===== config.mk =====
export PLATFORM = sky130hd
export DESIGN_NAME = mblx_exec
export DESIGN_NICKNAME = d
export VERILOG_FILES = /design/src/mblx_exec.v
export VERILOG_INCLUDE_DIRS = /design/src
export SDC_FILE = /design/constraint.sdc
export NUM_CORES = 1
export LEC_CHECK = 0
export BUFFER_PORTS_ARGS = -buffer_cell sky130_fd_sc_hd__buf_2
export CAP_MARGIN = 40
export CORE_MARGIN = 4
export CORE_UTILIZATION = 57
export CTS_CLUSTER_DIAMETER = 200
export DETAILED_ROUTE_END_ITERATION = 10
export GPL_TIMING_DRIVEN = 0
export PLACE_DENSITY_LB_ADDON = 0.12
export SETUP_SLACK_MARGIN = 0.05
export SYNTH_ARGS = -nofsm -noshare
export SYNTH_HDL_FRONTEND = slang
export SYNTH_SLANG_ARGS = --single-unit

===== constraint.sdc =====
create_clock -name CLK_SYS -period 9.86 [get_ports CLK_SYS]
set_input_delay 0.986 -clock CLK_SYS [delete_from_list [all_inputs] [get_ports CLK_SYS]]
set_output_delay 0.986 -clock CLK_SYS [all_outputs]
set_load 0.005 [all_outputs]

===== src/mblx_regs.vh =====
`ifndef MBLX_REGS_VH
`define MBLX_REGS_VH
// operation codes presented on OP_CODE
`define MBLX_OP_XMOVE_RD_RI 4'h0
`define MBLX_OP_XMOVE_WR_RI 4'h1
`define MBLX_OP_XMOVE_RD_DP 4'h2
`define MBLX_OP_XMOVE_WR_DP 4'h3
`define MBLX_OP_CFETCH_DP 4'h4
`define MBLX_OP_CFETCH_PC 4'h5
`define MBLX_OP_BIT_AND 4'h6
`define MBLX_OP_BIT_ANDN 4'h7
`define MBLX_OP_BIT_OR 4'h8
`define MBLX_OP_BIT_ORN 4'h9
`define MBLX_OP_BIT_CODE_CONST_FETCH 4'ha
`define MBLX_OP_BIT_MOVB 4'hb
`define MBLX_OP_BIT_SET 4'hc
`define MBLX_OP_BIT_CLR 4'hd
`define MBLX_OP_BIT_CPL 4'he
`define MBLX_OP_BRANCH 4'hf
// sub-select for set/clear/complement: target is carry or bit
`define MBLX_SEL_CARRY 1'b1
// branch conditions on OP_SUB
`define MBLX_BR_CARRY_ONE 3'h0
`define MBLX_BR_CARRY_ZERO 3'h1
`define MBLX_BR_BIT_ONE 3'h2
`define MBLX_BR_BIT_ZERO 3'h3
`define MBLX_BR_BIT_SET_CLR 3'h4
// bit address space split
`define MBLX_BIT_SFR_MSB 7
`define MBLX_RAM_BIT_BASE 8'h20
// carry bit address inside status word, and its position
`define MBLX_CARRY_BITADDR 8'hd7
`define MBLX_CARRY_POS 7
`endif


===== src/mblx_exec.v =====
// Summary of operation
// [RL1] external data address is work reg 0/1 (8 bits) or data pointer (16 bits)
// [RL2] accumulator alone sources or receives every external data byte
// [RL3] pointer constant fetch reads code at accumulator plus data pointer into accumulator
// [RL4] counter constant fetch reads code at accumulator plus next-instruction counter
// [RL5] constant fetches only read program memory, never write it
// [RL6] bit addresses 00-7f hit lower RAM bits, 80-ff hit special function space
// [RL7] each port line is a separate addressable bit
// [RL8] boolean operands use a direct bit address from the instruction only
// [RL9] status word carry is the boolean accumulator and has its own bit address
// [RL10] and, and-not, or, or-not, moves, set, clear, complement of carry or bit
// [RL11] no carry exclusive-or operation exists
// [RL12] branch on carry one, carry zero, bit one or bit zero
// [RL13] test-and-clear branch jumps on bit one and clears it at once
// [RL14] all status word bits are bit addressable and testable
// [RL15] carry to port bit drives the line high for one, low for zero
// [RL16] relative branch adds signed offset byte to counter when taken
// [RL17] branch reach is -128..+127 from the byte after the branch
// [RL18] external data moves take two machine cycles, no fetch in second
// [RL19] untaken branch falls through, changing nothing, not even the test bit
`timescale 1ns/1ps
`include "mblx_regs.vh"
module mblx_exec (
    input wire CLK_SYS,
    input wire RESETN,
    input wire OP_VALID,
    input wire [3:0] OP_CODE,
    input wire [2:0] OP_SUB,
    input wire OP_RI_SEL,
    input wire [7:0] OP_BIT_ADDR,
    input wire [7:0] OP_REL,
    input wire [7:0] ACC_IN,
    input wire [7:0] PSW_IN,
    input wire [15:0] DATA_POINTER_REG_IN,
    input wire [15:0] PC_NEXT,
    input wire [7:0] WR0_IN,
    input wire [7:0] WR1_IN,
    input wire [7:0] BIT_RD_BYTE,
    input wire [7:0] CODE_RDATA,
    input wire [7:0] XDATA_RDATA,
    output reg OP_DONE,
    output reg [7:0] ACC_OUT,
    output reg ACC_WE,
    output reg CARRY_OUT,
    output reg CARRY_WE,
    output reg [15:0] PC_OUT,
    output reg PC_WE,
    output reg [7:0] BIT_BYTE_ADDR,
    output reg BIT_RAM_SEL,
    output reg BIT_RD,
    output reg [7:0] BIT_WR_BYTE,
    output reg BIT_WE,
    output reg [15:0] CODE_ADDR,
    output reg CODE_RD,
    output reg FETCH_INHIBIT,
    output reg [15:0] XDATA_ADDR,
    output reg [7:0] XDATA_WDATA,
    output reg XDATA_RD,
    output reg XDATA_WR
);
////////////////////////////////////////////////////////////////////////////////
// reset asserts at once but leaves only after two clean edges, so no flop sees a runt
reg rst_m;
reg rst_n;
always @(posedge CLK_SYS or negedge RESETN) begin
    if (!RESETN) begin
        rst_m <= 1'b0;
        rst_n <= 1'b0;
    end else begin
        rst_m <= 1'b1;
        rst_n <= rst_m;
    end
end
////////////////////////////////////////////////////////////////////////////////
// one-hot states keep each state decode down to a single flop
localparam ST_IDLE = 4'h1;
localparam ST_MEM = 4'h2;
localparam ST_BITRD = 4'h4;
localparam ST_DONE = 4'h8;
reg [3:0] state;
reg [3:0] op;
reg [2:0] sub;
reg [7:0] bitaddr;
reg [7:0] rel;
reg [7:0] acc;
reg carry;
reg [15:0] pc;
// byte holding an addressed bit; carry lives in the status word by direct address too
wire [7:0] byte_addr_w = OP_BIT_ADDR[`MBLX_BIT_SFR_MSB] ?
    {OP_BIT_ADDR[7:3], 3'h0} :
    (`MBLX_RAM_BIT_BASE + {4'h0, OP_BIT_ADDR[6:3]}); // RL6 RL7 RL8 RL14
wire is_xmove = (OP_CODE[3:2] == 2'b00);
wire op_is_xwrite = (op == `MBLX_OP_XMOVE_WR_RI) || (op == `MBLX_OP_XMOVE_WR_DP);
// sign extension lets backward offsets wrap through the 16-bit counter
wire [15:0] rel_ext = {{8{rel[7]}}, rel}; // RL17
reg [7:0] cur_byte;
reg cur_bit;
reg [7:0] mask;
reg next_carry;
reg next_bit;
reg carry_wr;
reg bit_wr;
reg taken;
reg clr_bit;
always @* begin
    cur_byte = BIT_RD_BYTE;
    mask = 8'h01 << bitaddr[2:0];
    cur_bit = |(cur_byte & mask);
    next_carry = carry;
    next_bit = cur_bit;
    carry_wr = 1'b0;
    bit_wr = 1'b0;
    taken = 1'b0;
    clr_bit = 1'b0;
    // no exclusive-or code exists; software composes it
    case (op) // RL10 RL11
        `MBLX_OP_BIT_AND: begin
            next_carry = carry & cur_bit;
            carry_wr = 1'b1;
        end
        `MBLX_OP_BIT_ANDN: begin
            next_carry = carry & ~cur_bit;
            carry_wr = 1'b1;
        end
        `MBLX_OP_BIT_OR: begin
            next_carry = carry | cur_bit;
            carry_wr = 1'b1;
        end
        `MBLX_OP_BIT_ORN: begin
            next_carry = carry | ~cur_bit;
            carry_wr = 1'b1;
        end
        `MBLX_OP_BIT_CODE_CONST_FETCH: begin
            next_carry = cur_bit;
            carry_wr = 1'b1;
        end
        `MBLX_OP_BIT_MOVB: begin
            next_bit = carry; // RL15
            bit_wr = 1'b1;
        end
        `MBLX_OP_BIT_SET: begin
            next_carry = 1'b1;
            next_bit = 1'b1;
            carry_wr = (sub[0] == `MBLX_SEL_CARRY);
            bit_wr = (sub[0] != `MBLX_SEL_CARRY);
        end
        `MBLX_OP_BIT_CLR: begin
            next_carry = 1'b0;
            next_bit = 1'b0;
            carry_wr = (sub[0] == `MBLX_SEL_CARRY);
            bit_wr = (sub[0] != `MBLX_SEL_CARRY);
        end
        `MBLX_OP_BIT_CPL: begin
            next_carry = ~carry;
            next_bit = ~cur_bit;
            carry_wr = (sub[0] == `MBLX_SEL_CARRY);
            bit_wr = (sub[0] != `MBLX_SEL_CARRY);
        end
        `MBLX_OP_BRANCH: begin
            case (sub) // RL12
                `MBLX_BR_CARRY_ONE: taken = carry;
                `MBLX_BR_CARRY_ZERO: taken = ~carry;
                `MBLX_BR_BIT_ONE: taken = cur_bit;
                `MBLX_BR_BIT_ZERO: taken = ~cur_bit;
                `MBLX_BR_BIT_SET_CLR: begin
                    taken = cur_bit;
                    clr_bit = cur_bit; // RL13
                end
                default: taken = 1'b0;
            endcase
            next_bit = 1'b0;
            bit_wr = clr_bit;
        end
        default: begin
            carry_wr = 1'b0;
        end
    endcase
end
// writing the carry's own bit address also updates the carry copy
wire carry_alias = (bitaddr == `MBLX_CARRY_BITADDR); // RL9
////////////////////////////////////////////////////////////////////////////////
wire [7:0] merged_byte;
genvar gi;
generate
    for (gi = 0; gi < 8; gi = gi + 1) begin : g_merge
        // only the addressed bit takes the new value, its neighbours read back unchanged
        assign merged_byte[gi] = mask[gi] ? next_bit : BIT_RD_BYTE[gi]; // RL7
    end
endgenerate
////////////////////////////////////////////////////////////////////////////////
always @(posedge CLK_SYS or negedge rst_n) begin
    if (!rst_n) begin
        state <= ST_IDLE;
        op <= 4'h0;
        sub <= 3'h0;
        bitaddr <= 8'h00;
        rel <= 8'h00;
        acc <= 8'h00;
        carry <= 1'b0;
        pc <= 16'h0000;
        OP_DONE <= 1'b0;
        ACC_OUT <= 8'h00;
        ACC_WE <= 1'b0;
        CARRY_OUT <= 1'b0;
        CARRY_WE <= 1'b0;
        PC_OUT <= 16'h0000;
        PC_WE <= 1'b0;
        BIT_BYTE_ADDR <= 8'h00;
        BIT_RAM_SEL <= 1'b0;
        BIT_RD <= 1'b0;
        BIT_WR_BYTE <= 8'h00;
        BIT_WE <= 1'b0;
        CODE_ADDR <= 16'h0000;
        CODE_RD <= 1'b0;
        FETCH_INHIBIT <= 1'b0;
        XDATA_ADDR <= 16'h0000;
        XDATA_WDATA <= 8'h00;
        XDATA_RD <= 1'b0;
        XDATA_WR <= 1'b0;
    end else begin
        OP_DONE <= 1'b0;
        ACC_WE <= 1'b0;
        CARRY_WE <= 1'b0;
        PC_WE <= 1'b0;
        BIT_RD <= 1'b0;
        BIT_WE <= 1'b0;
        CODE_RD <= 1'b0;
        XDATA_RD <= 1'b0;
        XDATA_WR <= 1'b0;
        case (state)
            ST_IDLE: begin
                // inhibit drops one cycle after done, covering the whole second machine cycle
                FETCH_INHIBIT <= 1'b0;
                if (OP_VALID) begin
                    // operands are latched here; the core may change them while the op runs
                    op <= OP_CODE;
                    sub <= OP_SUB;
                    bitaddr <= OP_BIT_ADDR;
                    rel <= OP_REL;
                    acc <= ACC_IN;
                    carry <= PSW_IN[`MBLX_CARRY_POS]; // RL9
                    pc <= PC_NEXT;
                    if (is_xmove) begin
                        // second machine cycle: hold off the program fetch
                        FETCH_INHIBIT <= 1'b1; // RL18
                        XDATA_ADDR <= OP_CODE[1] ? DATA_POINTER_REG_IN :
                            {8'h00, (OP_RI_SEL ? WR1_IN : WR0_IN)}; // RL1
                        XDATA_WDATA <= ACC_IN; // RL2
                        XDATA_RD <= ~OP_CODE[0];
                        XDATA_WR <= OP_CODE[0];
                        state <= ST_MEM;
                    end else if (OP_CODE == `MBLX_OP_CFETCH_DP) begin
                        CODE_ADDR <= DATA_POINTER_REG_IN + {8'h00, ACC_IN}; // RL3
                        CODE_RD <= 1'b1; // RL5
                        state <= ST_MEM;
                    end else if (OP_CODE == `MBLX_OP_CFETCH_PC) begin
                        CODE_ADDR <= PC_NEXT + {8'h00, ACC_IN}; // RL4
                        CODE_RD <= 1'b1; // RL5
                        state <= ST_MEM;
                    end else begin
                        BIT_BYTE_ADDR <= byte_addr_w; // RL6 RL8
                        BIT_RAM_SEL <= ~OP_BIT_ADDR[`MBLX_BIT_SFR_MSB];
                        BIT_RD <= 1'b1;
                        state <= ST_BITRD;
                    end
                end
            end
            ST_MEM: begin
                // read data is valid while the strobe is high and is taken in that same cycle
                if (!op_is_xwrite) begin
                    ACC_OUT <= (op[2] ? CODE_RDATA : XDATA_RDATA); // RL2 RL3 RL4
                    ACC_WE <= 1'b1;
                end
                state <= ST_DONE;
            end
            ST_BITRD: begin
                // a carry-targeted op wins over the alias path; no op needs both
                if (carry_wr) begin
                    CARRY_OUT <= next_carry;
                    CARRY_WE <= 1'b1;
                end else if (bit_wr && carry_alias) begin
                    CARRY_OUT <= next_bit;
                    CARRY_WE <= 1'b1;
                end
                if (bit_wr) begin
                    BIT_WR_BYTE <= merged_byte; // RL7 RL15
                    BIT_WE <= 1'b1;
                end
                // untaken branch leaves the counter at the next instruction
                if (taken) begin
                    PC_OUT <= pc + rel_ext; // RL16 RL17 RL19
                    PC_WE <= 1'b1;
                end
                state <= ST_DONE;
            end
            ST_DONE: begin
                OP_DONE <= 1'b1;
                state <= ST_IDLE;
            end
            default: state <= ST_IDLE;
        endcase
    end
end
endmodule


After elaboration in Yosys (flattened, before gate mapping)
Cells that the tools add are included.
- add/sub/neg operators: 4
- reductions and logical operators: 20
- shifts and indexed selects: 1
- multiplexer cells: 56
- bitwise gates (word level): 14
- eq/ne operators: 24
- operator list (operator ; number):
    2-to-1 mux 16 bit ; 3
    2-to-1 mux 1 bit ; 40
    == test 4 bit, second input constant ; 9
    adder 16 x 8 -> 16 bit ; 2
    2-to-1 mux 8 bit ; 3
    == test 4 x 3 -> 1 bit, second input constant ; 5
    adder 16 bit ; 1
    AND reduction 2 bit ; 5
    2-to-1 mux 3 bit ; 3
    inverter 1 bit ; 9
    AND 8 bit ; 1
    == test 4 x 1 -> 1 bit, second input constant ; 2
    == test 4 x 2 -> 1 bit, second input constant ; 2
    == test 8 bit, second input constant ; 1
    case mux 1 bit (4 select lines) ; 2
    case mux 1 bit (8 select lines) ; 1
    case mux 4 bit (2 select lines) ; 1
    OR reduction 8 bit ; 1
    left shift 1 x 3 -> 8 bit, first input constant ; 1
    adder 6 x 4 -> 7 bit, first input constant ; 1
    == test 3 x 2 -> 1 bit, second input constant ; 2
    OR reduction 2 bit ; 3
    AND reduction 5 bit ; 1
    OR reduction 5 bit ; 1
    other kinds (16) ; 19
- word-level logic and storage cells: 147
- flip-flop bits (word level): 138
- bits of input ports: 115

Logic depth before layout (Yosys ltp)
Gate-level depths: netlist of run 1.
- depth in word-level cells: 9
- mapped depth: 14

Worst setup path before layout of run 1
OpenSTA, ideal clock, no wires.
- path type: in2reg
- start: input OP_CODE[1]
- end: register CODE_ADDR[10]
- buffers on the path: 3
- cell stages on the path: 14
- arrival time: 4.000 ns
- data required time: 9.777 ns
- setup slack: 5.777 ns
- cell sequence: buf_2 nor4b_2 buf_4 buf_2 mux2_2 ha_1 fa_1 a21oi_1 o21ai_0 a2111oi_0 or2_2 nor3_1 xor2_1 o21ai_0
- word-level cells in the longest chain between the ends: 3
- elaborated cells between the ends (all ways): 5
- classes of those cells: 2 x eq/ne; 1 x mux; 2 x reduce/logical
- RTL lines (what ; RTL line ; text):
    start, declared ; mblx_exec.v:27 ; input wire [3:0] OP_CODE,
    == test 4 x 3 -> 1 bit (no source line) ; n/a ;
    nonzero test 2 bit (no source line) ; n/a ;
    AND reduction 4 bit (no source line) ; n/a ;
    end signal, assigned ; mblx_exec.v:253 ; CODE_ADDR <= DATA_POINTER_REG_IN + {8'h00, ACC_IN};
    end signal, assigned ; mblx_exec.v:257 ; CODE_ADDR <= PC_NEXT + {8'h00, ACC_IN};
    end, declared ; mblx_exec.v:53 ; output reg [15:0] CODE_ADDR,
Several ways; a longest one is shown, not always the timed one.
A chain may end at the register's enable or synchronous reset.

Worst setup path in the final report of run 1
- start: input OP_CODE[1]
- end: register CODE_ADDR[12]
Same word-level chain as after synthesis.

==> results.md, run 1 <==
* Worst hold path type: flop to async pin
* Clock sink total at roughly 140
* Leakage at approximately 4.7 nW
* Die width at between 100 and 150 µm
* Fin crit period at about 4.3 ns
* Detailed-route via count at 6261
* DRT Pass-1 Iters at 6
* CTS tree: built
* Ys async rst share at 100%
* First-pass GRT wire length at 31600 µm
* Area Growth Syn to Fin at 26.1%
* Most frequent cell after synthesis: nand2_1
* Max VDD drop at 0.186 mV
* Worst-Margin Slew at 0.689 ns
* Vias/cell at between 5 and 6
* PostCTS Resize Cnt at 0
* Nets@finish at approximately 1100
* Yosys cell types at 65
* Initial antenna violation count at 1
* Critical Path RT at around 10 ns
* Post-CTS setup buffer count at 0
* Slew headroom at 53.5%
* Die ar. at 0.0146 mm²
* Largest net degree at the start of global routing at 55
* Peak Freq at between 200 and 250 MHz
* H-tree depth at 4
* ANT nets after route at 0
* Synth area leaders: dfrtp_1, nand2_1, o21ai_0
* Final period util at 43.1%
* Final WS setup at approximately 5.6 ns
* CP Launch Type: input port
* Final Skew at 0.00830 ns
* Clk_lat worst skew at 0.42 ns
* Complex-gate fraction of the synthesized area at between 10% and 20%
* Multi-input gate area at 0.00352 mm²
* CP arrival at 4.58 ns
* Synth Flop Type: dfrtp_1
* Post-DP HPWL at 14200 µm
* Register area share after synthesis at 47.7%
* Port Buffer Count at 196
* Synthesized-area fraction occupied by and/or/nand/nor cells at 16.2%
* DRT iter0 DRCs at 439
* Setup total negative slack at 0 ns
* Post-synth top cells: nand2_1, dfrtp_1, o21ai_0, nor2_1, a21oi_1
* Synth Register Bits at 138
* Fillcell total at 969
* Fin. Hold Viols at 0
* RSZ-0062 raised after global routing: no
* Hold buffer count at cts at 0
* Die H at 121 µm
* Mapped Avg Cell Area at 9.60 µm²
* Site Rows at 40
* XOR/XNOR Fraction of Synth Area at ~3.0%
* IO Pins at ~210
* Detailed Route WL at 19200 µm
* Max Cap Viol at 0
* Status: finished, final reports clean
* Final instance area at 0.00913 mm²
* Endpoints failing setup at 0
* Root Buffer: clkbuf_16
* Clock slew at reported path FFs at 0.06 ns
* Ys Warns at 0
* Largest family of logic cells by synthesized area: simple AND/OR/NAND/NOR gates
* Mapped Nets at 895
* Post-Syn Instances at 755
* Routed len/inst at 16.7 µm
* Crit Path Category: input port to flop
* Synth Area in Adders at under 10%
* Dominant cell type by area after synthesis: dfrtp_1
* Pwr/cell area at 301 mW/mm²
* Post-route DRC at 0
* Total track usage at between 20 and 30%
* Number of flops mapped to enable cells by yosys at 0
* CTS Buffer Depth at 2
* CP Capture Type: flop
* Yosys top cell area share at 47.3%
* Layout cells sized above 1 at 29.1%
* Final-report max-slew violation count at 0
* Initial core utilization at roughly three fifths
* Post-synth design cell area at about 0.0072 mm²
* Placer congestion estimate at roughly 0.9
* FF+latch area at between 0.003 and 0.004 mm²
* Cts bufs inserted at 17
* Number of diodes at 0
* Core ar. at 0.0122 mm²
* Worst-path fanout max at 10
* Placed cell area at about 0.0085 mm²
* Vias in the first global route at 6217
* Mux share of post-synthesis cell area at 9.62%
* Total gr overflow at 0
* Worst slack, placed at 5.26 ns
==> logic make-up (layout without fill, tap and decap cells) <==
group                      after synthesis  after routing
xor gates and xnor gates                25             25
and+or+nand+nor                        274            274
buffers and inverters                   61            290
AOI/OAI and AO/OA                      169            169
muxes                                   61             61
other                                    1              1
DFF                                    138            138
adders and majority gates               26             26
==> placed cells by master (no fill, tap or decap), types with 13 or more instances in the layout <==
master / count
nand2b_1: 13
clkbuf_16: 17
xnor2_1: 14
clkbuf_1: 29
o21ai_0: 67
a21oi_1: 38
inv_1: 19
mux2i_1: 31
mux2_2: 17
nand2_1: 182
dfrtp_1: 136
buf_2: 202
ha_1: 23
nor2_1: 39
mux2_4: 13
==> critical path, cell delays in order <==
cell	delay, ns
buf_2	0.18
nor4b_2	0.40
buf_4	0.26
buf_2	0.30
mux2_2	0.41
ha_1	0.22
fa_1	0.41
a21oi_1	0.18
o21ai_0	0.16
a2111oi_0	0.39
or2_2	0.23
nor4b_1	0.08
xor2_1	0.19
o21ai_0	0.20
==> routing by layer <==
metal  global-route usage, %  wire, µm  share of wire, %
met1                    38.0      8520                44
met2                    42.9      8900                46
met3                    7.11      1430               7.4
met4                    8.78       359               1.9
met5                       0        13             0.068
==> power breakdown <==
part           switching, mW  internal (mW)  leakage (nW)
Sequential             0.141          0.789          1.74
Clock                  0.243          0.452         0.315
Combinational          0.638          0.491          2.61
Total                   1.02           1.73          4.67
==> path summary, 6_finish.rpt <==
| kind | start | endpoint | cells after the start | slack, ns |
|---|---|---|---|---|
| worst min register to register | rst_n$_DFF_PN0_ | BIT_BYTE_ADDR[7]$_DFFE_PN0P_ | 0 | 0.33 |
| max in group asynchronous | rst_n$_DFF_PN0_ | state[0]$_DFFE_PN1P_ | 1 | 8.84 |
| min in group CLK_SYS | rst_m$_DFF_PN0_ | rst_n$_DFF_PN0_ | 0 | 0.35 |
| worst min-delay path | rst_n$_DFF_PN0_ | BIT_BYTE_ADDR[7]$_DFFE_PN0P_ | 0 | 0.33 |
| worst max register to register | bitaddr[1]$_DFFE_PN0P_ | PC_OUT[6]$_DFFE_PN0P_ | 8 | 7.26 |
| worst max-delay path | OP_CODE[1] | CODE_ADDR[12]$_DFFE_PN0P_ | 14 | 5.61 |
==> flip-flops by register name, indices dropped and copies added (netlist names), 3 cells and up <==
signal,flops
BIT_WR_BYTE,8
state,4
bitaddr,8
op,4
rel,8
pc,16
XDATA_ADDR,16
CODE_ADDR,16
BIT_BYTE_ADDR,8
XDATA_WDATA,8
ACC_OUT,8
sub,3
PC_OUT,16
==> per-stage QoR <==
stage          instances  hold slack (ns)  util [%]  total power, mW
6_report            1152            0.329      74.8             2.75
5_1_grt             1152            0.328      74.8             2.96
4_1_cts             1152            0.327      74.8             2.76
3_5_place_dp        1121            0.341      69.6             2.05
3_3_place_gp        1119            0.335      69.1             2.01
2_1_floorplan        755            0.331         -             1.67
==> layout make-up <==
class,instances,area share [%]
timing repair buffer,198,11.3
multi-input combinational,556,38.6
inverter,20,0.822
clock buffer,18,4.81
tap,168,2.30
clock inverter,13,2.19
buffer,41,2.10
sequential,138,37.9
(Power assumes the default switching activity.)
==> run 2: changes to the inputs <==
CORE_UTILIZATION = 48   (was 57)
clock period = 3.47 ns   (was 9.86 ns; I/O delays follow)
==> run 2 against run 1 <==
  * Register-to-register slack lost 6.4 ns
  * Power grew to 2.8 times the previous value
  * Wire length shrank 1.2%
  * Final cell count grew 1.6%
  * Clock power grew to 2.6 times the previous value
  * Largest cell class unchanged
  * Sequential share of layout area shrank 0.072 points
  * Worst hold slack lost 0.22 ns
  * Critical path type unchanged
  * Clock skew grew 0.0025 ns
  * Worst setup slack lost 5.3 ns
==> results.md, run 2 (synthesis gave the netlist of run 1 again) <==
* Post-DP HPWL at 14500 µm (+2.7%)
* DRT Pass-1 Iters at 5 (-1)
* Critical Path RT at 3.75 ns (-6.44 ns)
* Total gr overflow at 0 (unchanged)
* DRT iter0 DRCs at 329 (-25%)
* Slew headroom at 50.0% (-3.5 points)
* Root Buffer: clkbuf_16
* Vias/cell at 5.25 (-3.4%)
* Crit path cell chain: buf_2 -> nor4b_4 -> buf_6 -> mux2_2 -> ha_1 -> fa_1 -> a21oi_2 -> o21ai_0 -> a2111oi_1 -> or2_4 -> nor3_1 -> xor2_1 -> o21ai_0
* Reg-to-reg startpoint: pc[6]$_DFFE_PN0P_
* Pwr/cell area at 837 mW/mm² (+180%)
* Hold-critical path depth at 3
* Total track usage at 23.0% (-4.6 points)
* First-pass GRT wire length at 30400 µm (-3.7%)
* Reg2Reg Depth at 9 (+1)
* Slowest cell on the critical path: fa_1
* Placer congestion estimate at 0.860 (-5.7%)
* Worst-Margin Slew at 0.741 ns (+0.0520 ns)
* Routed len/inst at 16.2 µm (-2.7%)
* Final Skew at 0.0108 ns (+0.00246 ns)
* Leakage at 4.65 nW (-0.38%)
* CP Capture Type: flop
* Die H at 131 µm (+8.4%)
* Nets@finish at 1113 (+0.090%)
* Max VDD drop at 0.445 mV (+140%)
* Crit Path Category: input port to flop
* Largest net degree at the start of global routing at 58 (+5.5%)
* CTS tree: built
* H-tree depth at 4 (unchanged)
* Final period util at about nine tenths
* IO Pins at 207 (unchanged)
* Worst Hold End: carry$_DFFE_PN0P_
* Detailed-route via count at 6143 (-1.9%)
* CTS Buffer Depth at 2 (unchanged)
* Fin crit period at between 3 and 4 ns
* Most frequent cells in the layout: buf_2, nand2_1, dfrtp_1
* Reg2reg end: PC_OUT[15]$_DFFE_PN0P_
* Core ar. at 0.0146 mm² (+20%)
* CP Launch Type: input port
* R2r setup slk at 0.88 ns (-6.38 ns)
* Detailed Route WL at 19000 µm (-1.2%)
* Max Cap Viol at 0 (unchanged)
* Layout cells sized above 1 at 29.1% (+0.042 points)
* RSZ-0062 raised after global routing: no
* Worst-path fanout max at 19 (+9)
* Vias in the first global route at 5932 (-4.6%)
* Worst hold path type: input port to flop
* Cell Count Post-Placement at 1137 (+1.4%)
* Fin. Hold Viols at 0 (unchanged)
* Worst path buffer plus inverter count at 2 (-1)
* Area Growth Syn to Fin at 26.3%
* Status: finished, final reports clean
* ANT nets after route at 0 (unchanged)
* Port Buffer Count at 196 (unchanged)
* CP most frequent cell: o21ai_0
* Clk_lat worst skew at 0.42 ns (about the same)
* Fillcell total at 1323 (+37%)
* CP delay by family, top: compound AO/OA/AOI/OAI gates
* Die ar. at 0.0171 mm² (+17%)
* Clock slew at reported path FFs at 0.06 ns (about the same)
* Non-Filler Instances at 1170 (+1.6%)
* Number of diodes at 0 (unchanged)
* Site Rows at 44 (+10%)
* Post-route DRC at 0 (unchanged)
* Fin util at 62.5% (-12 points)
* Initial antenna violation count at 1 (unchanged)
* Peak Freq at 314 MHz
* Total power at 7.66 mW (+180%)
* Hold Slack at 0.112 ns (-0.217 ns)
* Final-report max-slew violation count at 0 (unchanged)
* Cts bufs inserted at 17 (unchanged)
* Initial core utilization at 49.5% (-9.9 points)
* Commonest non-fill, non-tap cell in the layout: buf_2
* Min-delay src: PSW_IN[7]
* CP arrival at 3.47 ns (-1.11 ns)
* CP max stage delay at 0.42 ns (about the same)
* Clock sink total at 138 (unchanged)
* Endpoints failing setup at 0 (unchanged)
* Die width at 131 µm (+8.4%)
run 2: cell type report:
type,count,area [µm²],share of cell area [%]
Buffer,40,190,2.08
Clock buffer,18,429,4.69
Clock inverter,14,175,1.91
Inverter,20,75.1,0.820
Multi-Input combinational cell,556,3540,38.7
Sequential cell,138,3460,37.8
Tap cell,184,230,2.52
Timing Repair Buffer,200,1050,11.5
run 2: power breakdown:
group | switching, mW | total [mW] | internal (mW)
combinational | 1.81 | 3.21 | 1.40
sequential | 0.382 | 2.62 | 2.24
clock | 0.703 | 1.83 | 1.13
run 2: worst max path at each step:
stage / startpoint / to / slack, ns / depth (start not counted)
after detailed placement: OP_CODE[1] / CODE_ADDR[10]$_DFFE_PN0P_ / -0.43 / 14
after CTS: OP_CODE[1] / CODE_ADDR[10]$_DFFE_PN0P_ / 0.07 / 14
after global placement: OP_CODE[1] / CODE_ADDR[10]$_DFFE_PN0P_ / -0.47 / 14
final: OP_CODE[1] / CODE_ADDR[10]$_DFFE_PN0P_ / 0.29 / 13
after floorplan: OP_CODE[1] / CODE_ADDR[10]$_DFFE_PN0P_ / 0.08 / 14
after global routing: OP_CODE[1] / CODE_ADDR[10]$_DFFE_PN0P_ / 0.1 / 13
run 2: stage by stage:
stage,worst slack (ns),instance area (µm²),setup TNS [ns]
3_5_place_dp,-0.434,8520,-1.74
3_3_place_gp,-0.468,8460,-1.84
5_1_grt,0.0972,9150,0
4_1_cts,0.0711,9140,0
2_1_floorplan,0.0837,7250,0
6_report,0.285,9150,0
run 2: worst register-to-register path, stage by stage, from the launching register on:
cell,delay [ns]
dfrtp_1,0.39
ha_1,0.27
clkbuf_1,0.27
a2111oi_0,0.21
a2111oi_0,0.42
o41ai_1,0.24
a21oi_1,0.19
o22ai_1,0.10
xnor2_1,0.13
mux2_4,0.25
run 2: repair_timing:
item | CTS | global route
setup endpoints to repair | 3 | 4
setup buffers | 0 | 1
pin swaps | 0 | 2
gates resized for setup | 2 | 4
hold buffers | 1 | 0
hold endpoints to repair | 2 | 0
run 2: per-layer routing:
metal	global-route usage, %	vias up	wire (µm)
met5	0	-	12
met3	6.59	24	1170
met4	6.96	2	360
met2	35.0	177	8690
li1	-	3051	-
met1	32.0	2889	8750
==> run 3: changes to the inputs <==
CORE_UTILIZATION = 57   (was 48)
clock period = 3.85 ns   (was 3.47 ns; I/O delays follow)
==> run 3 against run 2 <==
  * Flip-flop and latch count did not move
  * Utilization rose by 12 points
  * Count of clock-buffer cells in the layout rose by 6
  * Wire length rose by 1.2%
  * Design area fell by 1.2%
  * Non-clock buffer count fell by 1
  * Power fell by 11%
  * Largest cell class unchanged
  * Highest routed layer is now met4
==> results.md, run 3 (synthesis gave the netlist of run 1 again) <==
* CP Launch Type: input port
* Clock slew at reported path FFs at 0.06 ns (about the same)
* Root Buffer: clkbuf_16
* Routed len/inst at 16.7 µm (+2.7%)
* Clk_lat worst skew at 0.42 ns (about the same)
* Slew headroom at 54.2% (+4.2 points)
* Worst-path fanout max at 19 (unchanged)
* Most frequent cells in the layout: buf_2, nand2_1, dfrtp_1
* Endpoints failing setup at 0 (unchanged)
* Post-route DRC at 0 (unchanged)
* Hold-critical path depth at 3 (unchanged)
* Worst slack, placed at -0.165 ns (+0.269 ns)
* Detailed Route WL at 19200 µm (+1.2%)
* Die H at 121 µm (-7.7%)
* Min-delay src: OP_REL[2]
* Vias/cell at 5.43 (+3.4%)
* DRT iter0 DRCs at 425 (+29%)
* Layout cells sized above 1 at 28.5% (-0.58 points)
* Reg-to-reg startpoint: rel[6]$_DFFE_PN0P_
* Worst path buffer plus inverter count at 2 (unchanged)
* Post-DP HPWL at 14100 µm (-3.2%)
* Vias in the first global route at 5998 (+1.1%)
* Critical Path RT at 4.18 ns (+0.43 ns)
* Post-CTS setup buffer count at 0 (unchanged)
* Site Rows at 40 (-9.1%)
* Worst-Margin Slew at 0.678 ns (-0.0625 ns)
* DRT Pass-1 Iters at 5 (unchanged)
* Nets@finish at 1112 (-0.090%)
* CTS tree: built
* IO Pins at 207 (unchanged)
* Logic pwr share at 42.7% (+0.9 points)
* CP Capture Type: flop
* Slowest cell on the critical path: fa_1
* CTS Buffer Depth at 2 (unchanged)
* Switching Share at 38.2% (+0.46 points)
* Final WS setup at 0.472 ns (+0.187 ns)
* Status: finished, final reports clean
* Reg2Reg Depth at 9 (unchanged)
* Final instance area at 0.00904 mm² (-1.2%)
* Net Sw Power at 2.60 mW (-10%)
* Crit Path Category: input port to flop
* Clk network pwr share at 22.3% (-1.6 points)
* Leakage at 4.61 nW (-0.79%)
* CP delay by family, top: compound AO/OA/AOI/OAI gates
* Initial antenna violation count at 0 (-1)
* Total track usage at 26.9% (+3.9 points)
* CP arrival at 3.71 ns (+0.24 ns)
* ANT nets after route at 0 (unchanged)
* Hold Slack at 0.151 ns (+0.0393 ns)
* Placer congestion estimate at 0.905 (+5.2%)
* Number of diodes at 0 (unchanged)
* Final Skew at 0.00809 ns (-0.00268 ns)
* Cts bufs inserted at 17 (unchanged)
* Power Internal at 4.20 mW (-12%)
* Largest net degree at the start of global routing at 54 (-6.9%)
* First-pass GRT wire length at 30600 µm (+0.66%)
* Reg2reg end: PC_OUT[15]$_DFFE_PN0P_
* Total power at 6.79 mW (-11%)
* CP max stage delay at 0.41 ns (about the same)
* Die ar. at 0.0146 mm² (-15%)
* Pwr/cell area at 751 mW/mm² (-10%)
* Max VDD drop at 0.422 mV (-5.3%)
* Fin. Hold Viols at 0 (unchanged)
* Port Buffer Count at 196 (unchanged)
* CP most frequent cell: o21ai_0
* R2r setup slk at 1.23 ns (+0.35 ns)
* H-tree depth at 4 (unchanged)
* Max Cap Viol at 0 (unchanged)
* Placed cell area at 0.00849 mm² (-0.35%)
* Core ar. at 0.0122 mm² (-17%)
* Flop pwr share at 35.0% (+0.8 points)
* Worst Hold End: rel[2]$_DFFE_PN0P_
* Detailed-route via count at 6261 (+1.9%)
* Initial core utilization at 59.3% (+9.9 points)
* Commonest non-fill, non-tap cell in the layout: buf_2
* Area Growth Syn to Fin at 24.9%
* Final-report max-slew violation count at 0 (unchanged)
* Final period util at between 80% and 90%
* Crit path cell chain: buf_2 -> nor4b_4 -> buf_4 -> mux2_2 -> ha_1 -> fa_1 -> a21oi_1 -> o21ai_0 -> a2111oi_0 -> or2_2 -> nor4_1 -> xor2_1 -> o21ai_0
* Peak Freq at just under 300 MHz
* Die width at 121 µm (-7.7%)
* Total gr overflow at 0 (unchanged)
* Fin crit period at 3.38 ns
* Clock sink total at 138 (unchanged)
* Worst hold path type: input port to flop
* RSZ-0062 raised after global routing: no
==> run 3: cell types whose count changed in the layout (fill, tap and decap cells not counted), sizes merged <==
cell	before	now
clkinv	8	4
clkbuf	47	53
bufinv	3	1
buf	210	209
==> run 3: metrics by stage <==
stage	cells	setup TNS, ns	util, %
final	1153	0	74.1
after global routing	1153	0	74.1
after CTS	1154	0	74.0
after detailed placement	1121	-0.434	69.5
after global placement	1119	-0.501	69.1
after floorplan	755	0	-
==> run 3: per-layer routing <==
layer / part of all wire [%] / wire, µm / global-route usage (%)
met5: 0 / 0 / 0
met4: 2.0 / 388 / 9.35
met3: 7.2 / 1380 / 7.30
met2: 47 / 8960 / 42.0
met1: 44 / 8490 / 36.4
==> run 3: worst max path at each step <==
stage | startpoint | endpoint | slack (ns) | depth (start not counted)
2_1_floorplan | OP_CODE[1] | CODE_ADDR[10]$_DFFE_PN0P_ | 0.37 | 14
3_3_place_gp | OP_CODE[1] | CODE_ADDR[10]$_DFFE_PN0P_ | -0.17 | 14
3_5_place_dp | OP_CODE[1] | CODE_ADDR[14]$_DFFE_PN0P_ | -0.17 | 14
4_1_cts | OP_CODE[1] | CODE_ADDR[14]$_DFFE_PN0P_ | 0.20 | 14
5_1_grt | OP_CODE[1] | CODE_ADDR[14]$_DFFE_PN0P_ | 0.25 | 13
6_report | OP_CODE[1] | CODE_ADDR[14]$_DFFE_PN0P_ | 0.47 | 13
==> run 3: power groups by stage <==
stage | registers, mW | logic [mW] | clock network (mW)
floorplan | 2.38 | 1.91 | 0
global placement | 2.38 | 2.76 | 0
detailed placement | 2.38 | 2.85 | 0
CTS | 2.38 | 2.90 | 1.53
global route | 2.45 | 3.26 | 1.60
finish | 2.38 | 2.90 | 1.51
==> run 3: tightest hold or removal path: stages <==
cell and delay (ns):
buf_2 0.07, nand2_1 0.04, nand2_1 0.04
==> run 3: timing repair <==
item	4_1_cts	5_1_grt
resized for setup	0	1
setup endpoints to repair	0	3
hold buffers	1	0
hold endpoints to repair	2	0
==> run 3: final cells by class <==
type / instances / area, µm²
Clock buffer: 24 / 472
Buffer: 40 / 186
Clock inverter: 8 / 72.6
Inverter: 20 / 75.1
Sequential cell: 138 / 3460
Tap cell: 168 / 210
Timing Repair Buffer: 199 / 1040
Fill cell: 962 / 3170
Multi-Input combinational cell: 556 / 3530
